===== src/leci_defines.svh =====
// Register offsets, widths and error run lengths for the line error counter
`ifndef LECI_DEFINES_SVH
`define LECI_DEFINES_SVH

`define LECI_ADDR_COUNT_HIGH 8'h11
`define LECI_ADDR_COUNT_LOW  8'h12
`define LECI_ADDR_WIDTH      8
`define LECI_DATA_WIDTH      8
`define LECI_COUNT_WIDTH     16
`define LECI_COUNT_MAX       16'hFFFF
`define LECI_COUNT_RESET     16'h0000
`define LECI_ZERO_WIDTH      5
`define LECI_ZERO_MAX        5'h1F
`define LECI_E1_EXZ_RUN      5'h04
`define LECI_B8ZS_EXZ_RUN    5'h08
`define LECI_AMI_EXZ_RUN     5'h10
`define LECI_B8ZS_V1_ZEROS   5'h03
`define LECI_B8ZS_V2_ZEROS   5'h01
`define LECI_HDB3_MIN_ZEROS  5'h02
`define LECI_INS_ONES        2'h3

`endif


===== src/leci_pkg.sv =====
// Types shared by the line error counter and injector
package leci_pkg;

  typedef struct packed {
    logic bpv;
    logic cv;
    logic exz;
  } leci_rx_err_type;

  typedef struct packed {
    logic t1_mode;
    logic coding_off;
    logic sel_prbs;
    logic sel_bit1;
    logic sel_bit0;
  } leci_sel_type;

  typedef enum logic [1:0] {
    B8_IDLE,
    B8_AFTER_V,
    B8_AFTER_B,
    B8_AFTER_ZERO
  } leci_b8zs_state_type;

  typedef enum logic {
    INS_IDLE,
    INS_ARMED
  } leci_ins_state_type;

endpackage : leci_pkg


===== src/leci_line_check.sv =====
// Receive line code checker: bipolar violations, code violations, zero runs
`timescale 1ns/1ps
`include "leci_defines.svh"

module leci_line_check (
  input  wire logic                     clk,
  input  wire logic                     srst,
  input  wire logic                     rx_pos,
  input  wire logic                     rx_neg,
  input  wire logic                     t1_mode,
  input  wire logic                     coding_off,
  output leci_pkg::leci_rx_err_type     err
);
  logic                              last_pol;
  logic                              next_last_pol;
  logic                              last_v_pol;
  logic                              next_last_v_pol;
  logic [`LECI_ZERO_WIDTH-1:0]       zeros;
  logic [`LECI_ZERO_WIDTH-1:0]       next_zeros;
  leci_pkg::leci_b8zs_state_type     stage;
  leci_pkg::leci_b8zs_state_type     next_stage;
  leci_pkg::leci_rx_err_type         next_err;
  logic                              mark;
  logic                              pol;
  logic                              viol;
  logic                              exempt;

  always_comb begin
    mark            = rx_pos | rx_neg;
    pol             = rx_neg & ~rx_pos;
    viol            = mark && (pol == last_pol);
    exempt          = 1'b0;
    next_stage      = leci_pkg::B8_IDLE;
    next_last_pol   = mark ? pol : last_pol;
    next_last_v_pol = viol ? pol : last_v_pol;
    next_zeros      = mark ? '0 :
                      (zeros == `LECI_ZERO_MAX) ? zeros : zeros + `LECI_ZERO_WIDTH'(1);
    if (t1_mode && !coding_off) begin
      case (stage)
        leci_pkg::B8_IDLE: begin
          if (viol && zeros == `LECI_B8ZS_V1_ZEROS) next_stage = leci_pkg::B8_AFTER_V;
        end
        leci_pkg::B8_AFTER_V: begin
          if (mark && !viol) next_stage = leci_pkg::B8_AFTER_B;
        end
        leci_pkg::B8_AFTER_B: begin
          if (!mark) next_stage = leci_pkg::B8_AFTER_ZERO;
        end
        default: next_stage = leci_pkg::B8_IDLE;
      endcase
    end
    if (!coding_off) begin
      if (!t1_mode) begin
        exempt = viol && (zeros >= `LECI_HDB3_MIN_ZEROS);
      end else begin
        exempt = viol && ((stage == leci_pkg::B8_IDLE && zeros == `LECI_B8ZS_V1_ZEROS) ||
                          (stage == leci_pkg::B8_AFTER_ZERO && zeros == `LECI_B8ZS_V2_ZEROS));
      end
    end
    next_err.bpv = viol && !exempt;
    next_err.cv  = !t1_mode && !coding_off && viol && (pol == last_v_pol);
    if (!t1_mode) begin
      next_err.exz = next_zeros == `LECI_E1_EXZ_RUN;
    end else if (coding_off) begin
      next_err.exz = (next_zeros == `LECI_AMI_EXZ_RUN) || next_err.bpv;
    end else begin
      next_err.exz = (next_zeros == `LECI_B8ZS_EXZ_RUN) || next_err.bpv;
    end
  end

  always_ff @(posedge clk) begin
    if (srst) begin
      last_pol   <= 1'b1;
      last_v_pol <= 1'b1;
      zeros      <= '0;
      stage      <= leci_pkg::B8_IDLE;
      err        <= '0;
    end else begin
      last_pol   <= next_last_pol;
      last_v_pol <= next_last_v_pol;
      zeros      <= next_zeros;
      stage      <= next_stage;
      err        <= next_err;
    end
  end

endmodule : leci_line_check


===== src/leci_top.sv =====
// Line error counter, error selector and transmit error injector
`timescale 1ns/1ps
`include "leci_defines.svh"

// Functional notes
// - Sixteen bit count read as two bytes
// - Same polarity marks flagged, codewords exempt
// - E1 HDB3: repeated violation polarity flagged
// - E1: four zeros flag excess zeros
// - T1 AMI: sixteen zeros or violation
// - T1 B8ZS: eight zeros or violation
// - E1 select bits choose counted errors
// - T1 select bit zero adds excess zeros
// - PRBS select counts only PRBS errors
// - PRBS errors only on PRBS output
// - NRZ mode pulses errors on negative pin
// - Trigger rise latches and clears counter
// - Counter saturates at maximum
// - Violation inserted on the third successive one
// - Insert bit rise flips one bit
// - Synchronized PRBS errors pulse output
module leci_top #(
  parameter int COUNT_WIDTH = `LECI_COUNT_WIDTH
) (
  input  wire logic                          CLK,
  input  wire logic                          SRST,
  input  wire logic                          RX_POS,
  input  wire logic                          RX_NEG,
  input  wire logic                          LINE_STANDARD_SELECT,
  input  wire logic                          RX_ZERO_SUB_CODING_OFF,
  input  wire logic                          NRZ_MODE,
  input  wire logic                          COUNT_SELECT_PRBS,
  input  wire logic                          COUNT_SELECT_BIT1,
  input  wire logic                          COUNT_SELECT_BIT0,
  input  wire logic                          COUNTER_UPDATE_TRIGGER,
  input  wire logic                          PRBS_IN_SYNC,
  input  wire logic                          PRBS_BIT_ERROR,
  input  wire logic [`LECI_ADDR_WIDTH-1:0]   REG_ADDR,
  output logic      [`LECI_DATA_WIDTH-1:0]   REG_RDATA,
  output logic                               RX_POS_DATA_OUT,
  output logic                               RX_NEGATIVE_DATA_PIN,
  output logic                               PRBS_ERROR_PULSE_OUT,
  input  wire logic                          INSERT_BIPOLAR_VIOLATION,
  input  wire logic                          INSERT_LOGIC_ERROR,
  input  wire logic                          TX_POS_IN,
  input  wire logic                          TX_NEG_IN,
  output logic                               TX_POS_OUT,
  output logic                               TX_NEG_OUT
);
  leci_pkg::leci_rx_err_type   line_err;
  leci_pkg::leci_sel_type      sel;
  logic [COUNT_WIDTH-1:0]      running;
  logic [COUNT_WIDTH-1:0]      next_running;
  logic [COUNT_WIDTH-1:0]      latched;
  logic [COUNT_WIDTH-1:0]      next_latched;
  logic [`LECI_DATA_WIDTH-1:0] next_rdata;
  logic                        trig_prev;
  logic                        trig_rise;
  logic                        prbs_err;
  logic                        next_prbs_err;
  logic                        counted;
  logic                        line_pulse;
  logic                        next_pos_out;
  logic                        next_neg_out;

  // Checker sees the same bit stream the counter counts
  leci_line_check u_check (
    .clk        (CLK),
    .srst       (SRST),
    .rx_pos     (RX_POS),
    .rx_neg     (RX_NEG),
    .t1_mode    (LINE_STANDARD_SELECT),
    .coding_off (RX_ZERO_SUB_CODING_OFF),
    .err        (line_err)
  );

  // Selected line error, PRBS excluded so it never reaches the pin
  function automatic logic pick_line_err(leci_pkg::leci_sel_type s,
                                         leci_pkg::leci_rx_err_type e);
    logic r;
    r = 1'b0;
    if (!s.t1_mode) begin
      case ({s.sel_bit1, s.sel_bit0})
        2'b00:   r = e.cv;
        2'b01:   r = e.bpv;
        2'b10:   r = e.cv | e.exz;
        default: r = e.bpv | e.exz;
      endcase
    end else begin
      r = s.sel_bit0 ? e.exz : e.bpv;
    end
    return r;
  endfunction : pick_line_err

  always_comb begin
    sel.t1_mode    = LINE_STANDARD_SELECT;
    sel.coding_off = RX_ZERO_SUB_CODING_OFF;
    sel.sel_prbs   = COUNT_SELECT_PRBS;
    sel.sel_bit1   = COUNT_SELECT_BIT1;
    sel.sel_bit0   = COUNT_SELECT_BIT0;
    line_pulse     = pick_line_err(sel, line_err);
    counted        = sel.sel_prbs ? prbs_err : line_pulse;
    trig_rise      = COUNTER_UPDATE_TRIGGER && !trig_prev;
    // errors count only once in sync
    next_prbs_err  = PRBS_BIT_ERROR && PRBS_IN_SYNC;
    next_latched   = trig_rise ? running : latched;
    if (trig_rise) begin
      next_running = counted ? COUNT_WIDTH'(1) : '0;
    end else if (counted && running != {COUNT_WIDTH{1'b1}}) begin
      next_running = running + COUNT_WIDTH'(1);
    end else begin
      next_running = running;
    end
    case (REG_ADDR)
      `LECI_ADDR_COUNT_HIGH: next_rdata = latched[COUNT_WIDTH-1 -: `LECI_DATA_WIDTH];
      `LECI_ADDR_COUNT_LOW:  next_rdata = latched[`LECI_DATA_WIDTH-1:0];
      default:               next_rdata = '0;
    endcase
    next_pos_out   = NRZ_MODE ? (RX_POS | RX_NEG) : RX_POS;
    next_neg_out   = NRZ_MODE ? line_pulse : RX_NEG;
  end

  always_ff @(posedge CLK) begin
    if (SRST) begin
      trig_prev            <= 1'b0;
      running              <= '0;
      latched              <= '0;
      prbs_err             <= 1'b0;
      REG_RDATA            <= '0;
      RX_POS_DATA_OUT      <= 1'b0;
      RX_NEGATIVE_DATA_PIN <= 1'b0;
    end else begin
      trig_prev            <= COUNTER_UPDATE_TRIGGER;
      running              <= next_running;
      latched              <= next_latched;
      prbs_err             <= next_prbs_err;
      REG_RDATA            <= next_rdata;
      RX_POS_DATA_OUT      <= next_pos_out;
      RX_NEGATIVE_DATA_PIN <= next_neg_out;
    end
  end

  assign PRBS_ERROR_PULSE_OUT = prbs_err;

  // Transmit injector
  leci_pkg::leci_ins_state_type ins_state;
  leci_pkg::leci_ins_state_type next_ins_state;
  logic [1:0] ones;
  logic [1:0] next_ones;
  logic       bpv_prev;
  logic       be_prev;
  logic       be_pend;
  logic       next_be_pend;
  logic       tx_last_pol;
  logic       next_tx_last_pol;
  logic       tx_mark;
  logic       do_bpv;
  logic       do_be;
  logic       out_pos;
  logic       out_neg;

  always_comb begin
    tx_mark        = TX_POS_IN | TX_NEG_IN;
    next_ins_state = ins_state;
    next_ones      = tx_mark ? ones : 2'd0;
    do_bpv         = 1'b0;
    // arm on rise, fire on third one
    case (ins_state)
      leci_pkg::INS_IDLE: begin
        if (INSERT_BIPOLAR_VIOLATION && !bpv_prev) begin
          next_ins_state = leci_pkg::INS_ARMED;
          next_ones      = 2'd0;
        end
      end
      leci_pkg::INS_ARMED: begin
        if (tx_mark) begin
          next_ones = ones + 2'd1;
          if (ones == `LECI_INS_ONES - 2'd1) begin
            do_bpv         = 1'b1;
            next_ins_state = leci_pkg::INS_IDLE;
            next_ones      = 2'd0;
          end
        end
      end
      default: next_ins_state = leci_pkg::INS_IDLE;
    endcase
    // flip the next bit after the rise
    do_be        = be_pend || (INSERT_LOGIC_ERROR && !be_prev);
    do_be        = do_be && !do_bpv;
    next_be_pend = do_be ? 1'b0 : (be_pend || (INSERT_LOGIC_ERROR && !be_prev));
    if (do_bpv) begin
      out_pos = !tx_last_pol;
      out_neg = tx_last_pol;
    end else if (do_be) begin
      // Space becomes a legal mark so only one fault appears
      out_pos = !tx_mark && tx_last_pol;
      out_neg = !tx_mark && !tx_last_pol;
    end else begin
      out_pos = TX_POS_IN;
      out_neg = TX_NEG_IN;
    end
    next_tx_last_pol = (out_pos | out_neg) ? out_neg : tx_last_pol;
  end

  always_ff @(posedge CLK) begin
    if (SRST) begin
      ins_state   <= leci_pkg::INS_IDLE;
      ones        <= 2'd0;
      bpv_prev    <= 1'b0;
      be_prev     <= 1'b0;
      be_pend     <= 1'b0;
      tx_last_pol <= 1'b1;
      TX_POS_OUT  <= 1'b0;
      TX_NEG_OUT  <= 1'b0;
    end else begin
      ins_state   <= next_ins_state;
      ones        <= next_ones;
      bpv_prev    <= INSERT_BIPOLAR_VIOLATION;
      be_prev     <= INSERT_LOGIC_ERROR;
      be_pend     <= next_be_pend;
      tx_last_pol <= next_tx_last_pol;
      TX_POS_OUT  <= out_pos;
      TX_NEG_OUT  <= out_neg;
    end
  end
endmodule : leci_top


===== config.mk =====
export PLATFORM = sky130hd
export DESIGN_NAME = leci_top
export DESIGN_NICKNAME = d
export VERILOG_FILES = /design/src/leci_pkg.sv /design/src/leci_line_check.sv /design/src/leci_top.sv
export VERILOG_INCLUDE_DIRS = /design/src /design/src/src
export SDC_FILE = /design/constraint.sdc
export NUM_CORES = 1
export LEC_CHECK = 0
export ABC_AREA = 1
export BUFFER_PORTS_ARGS = -buffer_cell sky130_fd_sc_hd__buf_2
export CAP_MARGIN = 30
export CORE_UTILIZATION = 62
export CTS_CLUSTER_DIAMETER = 80
export DETAILED_ROUTE_END_ITERATION = 8
export PLACE_DENSITY = 0.8
export SKIP_LAST_GASP = 1
export SLEW_MARGIN = 20
export SYNTH_ARGS = -nofsm -noshare
export SYNTH_HDL_FRONTEND = slang
export SYNTH_SLANG_ARGS = --single-unit

===== constraint.sdc =====
create_clock -name CLK -period 3 [get_ports CLK]
set_input_delay 0 -clock CLK [delete_from_list [all_inputs] [get_ports CLK]]
set_output_delay 0 -clock CLK [all_outputs]
set_load 0.03 [all_outputs]

==> flow_summary.json <==
{
  "synth_area_leaders": "dfxtp_1, nand3_1, nand2_1",
  "syn_to_final_growth_pct": 20.05,
  "grt_pass1_wl_um": 11980,
  "synth_top_area_share_pct": 42.47,
  "slowest_delay_ns": 0.44,
  "num_antenna_cells": 0,
  "coreArea_sq_um": 4755,
  "die_h_um": 72.30,
  "cts.sinks": 65,
  "synth_top_area_cell": "dfxtp_1",
  "boundaryPins": 38,
  "drc": 0,
  "cts_resized": 0,
  "drt_iter0_drc": 211,
  "hpwlAfterDp_um": 4769,
  "violations": "hold timing",
  "worst_pin_slew_ns": 0.7622,
  "vias": 3022,
  "die_width_um": 72.30,
  "via_per_inst": 5.495,
  "power_leakage_nw": 1.522,
  "crit_required_ns": 3.21,
  "place_congestion": 0.8644,
  "cts_hold_buf": 12,
  "post_cts_buffers": 0,
  "rsz0062_at_grt": "no",
  "nFillCells": 367,
  "finalHoldViolations": 1,
  "dp_worst_setup_slack_ns": 0.9802,
  "hp-class": "input pin to flip-flop",
  "ys_warn_count": 0,
  "slew_headroom_pct": 48.80,
  "wl_um": 7333,
  "cts_tree": "done",
  "syn-instance-count": 428,
  "track_usage_pct": 29.81,
  "die-area_sq_um": 5227,
  "wl_per_cell_um": 13.33,
  "crit_slowest_cell": "dfxtp_1",
  "cp_max_fo": 21,
  "setup_viol": 0,
  "status": "complete, but fails checks",
  "path_cells": "ha_1 -> nand3_1 -> nor3_4 -> nand3_2 -> nand3_2 -> nand2_1 -> nand2_1 -> a21oi_1",
  "initial_core_util_pct": 64.45,
  "skew_ns": 0.007771,
  "multi_input_area_sq_um": 1495,
  "arrival_ns": 2.26,
  "synth_area_sq_um": 3064,
  "ys_ff_latch": 65,
  "postSynthAreaPerCell_sq_um": 7.159,
  "mappedNetlistNets": 457,
  "numPortBuffers": 37,
  "cts_made_buffers": 9,
  "cts.path.max_buffers": 2,
  "cts_root_buf": "clkbuf_8",
  "grt_max_degree": 38,
  "nNetsFinal": 507,
  "clk_pin_slew_worst_paths_ns": 0.07,
  "crit_path_start_kind": "flip-flop",
  "power.density_nw_per_um2": 570.4,
  "final-seq-area_sq_um": 1301,
  "crit_type": "flip-flop to flip-flop",
  "drtPass1Iterations": 5,
  "min_period_ns": 2.057,
  "fin_setup_tns_ns": 0,
  "finalMaxSlewViolations": 0,
  "rows": 25,
  "overflow": 0,
  "peakVddDrop_v": 0.0003549,
  "period_share_pct": 68.58,
  "yosysSeqAreaShare_pct": 42.47,
  "maxCapViolCount": 0,
  "endpoint_kind": "flip-flop",
  "drive_gt1_share_pct": 15.32,
  "ys_types": 33,
  "grt_pass1_vias": 2721,
  "whs_ns": -0.0006636,
  "htreeDepth": 3,
  "antenna_found_initial": 0,
  "postRouteAntennaNets": 0,
  "fin_ws_ns": 0.9425,
  "fmax_mhz": 486.0,
  "insertion_delay_ns": 0.35
}
flip-flops by register name (all words and copies together), names as in the netlist:
name                  count
latched                  16
running                  16
REG_RDATA                 8
u_check.zeros             5
u_check.err               3
ones                      2
u_check.stage             2
PRBS_ERROR_PULSE_OUT      1
RX_NEGATIVE_DATA_PIN      1
RX_POS_DATA_OUT           1
TX_NEG_OUT                1
TX_POS_OUT                1
be_pend                   1
be_prev                   1
bpv_prev                  1
ins_state                 1
trig_prev                 1
tx_last_pol               1
u_check.last_pol          1
u_check.last_v_pol        1
path summary, 6_finish.rpt:
path / start / to / slack, ns / cells past startpoint
worst min-delay path: REG_ADDR[2] / REG_RDATA[2]$_SDFF_PP0_ / -0.0007 / 4
worst min register to register: latched[15]$_SDFFE_PP0P_ / REG_RDATA[7]$_SDFF_PP0_ / 0.48 / 2
worst max register to register: running[0]$_SDFFE_PP0P_ / running[15]$_SDFFE_PP0P_ / 0.94 / 8
worst max-delay path: running[0]$_SDFFE_PP0P_ / running[15]$_SDFFE_PP0P_ / 0.94 / 8
per-stage QoR:
step | cells | power (mW) | hold slack (ns) | instance area (sq um) | utilization (%)
final | 550 | 2.098 | -0.0006636 | 3679 | 77.37
after global routing | 550 | 2.170 | 0.01426 | 3679 | 77.37
after CTS | 548 | 2.100 | 0.005496 | 3664 | 77.05
after detailed placement | 520 | 1.081 | 0.2217 | 3268 | 68.74
after global placement | 520 | 1.077 | 0.2125 | 3268 | 68.74
after floorplan | 428 | 1.036 | 0.1138 | 3064 | -
logic make-up after synthesis:
kind of cell,synth area share (%)
AOI/OAI and AO/OA,11.84
xor gates and xnor gates,1.144
and+or+nand+nor,34.18
adders and majority gates,1.633
buffers and inverters,8.738
DFF,42.47
layout by cell type (no fill, tap or decap), drive strengths merged, types with 10 or more instances in the layout:
cell type	netlist	final
a21oi	37	37
buf	4	39
clkbuf	9	10
dfxtp	65	65
dlygate4sd3	0	13
inv	52	53
nand2	71	71
nand3	57	57
nand4	11	11
nor2	61	61
nor3	15	15
o21ai	26	26
synthesized netlist by cell type:
library cell,number
nand3b_1,1
or2_2,1
nor3_1,11
nand2_2,2
xor2_1,3
nor2_4,1
a21oi_1,36
nor2_2,3
buf_2,1
nor3_2,3
o21ai_1,2
a21oi_2,1
nand3_2,3
and2_1,1
o21ai_0,24
a31oi_1,1
nor4_4,1
dfxtp_1,65
buf_6,3
o211ai_1,4
nor4_2,1
nand2_1,69
inv_2,2
nor3b_1,1
xnor2_1,1
clkbuf_1,9
ha_1,4
nand4_1,11
nand3_1,54
o21bai_1,1
inv_1,50
nor2_1,57
nor3_4,1
final cells by class:
| type | instances | share of cell area (%) |
|---|---|---|
| inverter | 52 | 5.306 |
| clock inverter | 6 | 3.741 |
| tap | 67 | 2.279 |
| clock buffer | 10 | 3.741 |
| timing repair buffer | 52 | 8.912 |
| sequential | 65 | 35.37 |
| multi-input combinational | 298 | 40.65 |
critical path, delay by kind of cell, from the launching register on:
family / cells / cell delay (ns)
AND/OR/NAND/NOR: 6 / 1.16
flip-flops: 1 / 0.44
adder cells (fa/ha/maj): 1 / 0.26
AO/OA/AOI/OAI: 1 / 0.07
report_power, final:
group | internal [mW] | leakage [nW] | switching (mW)
sequential | 0.892 | 0.530 | 0.0182
clock | 0.663 | 0.137 | 0.356
combinational | 0.0606 | 0.855 | 0.108
routing by layer:
metal | wire [um] | GRT usage [%] | up-vias | share of wire (%)
met5 | 0 | 0 | - | 0
met4 | 271 | 16.78 | 0 | 3.7
met3 | 357 | 5.972 | 20 | 4.9
met2 | 3649 | 49.74 | 111 | 50
met1 | 3055 | 35.88 | 1384 | 42
li1 | - | - | 1507 | -
Power figures use the tool's default switching activity.
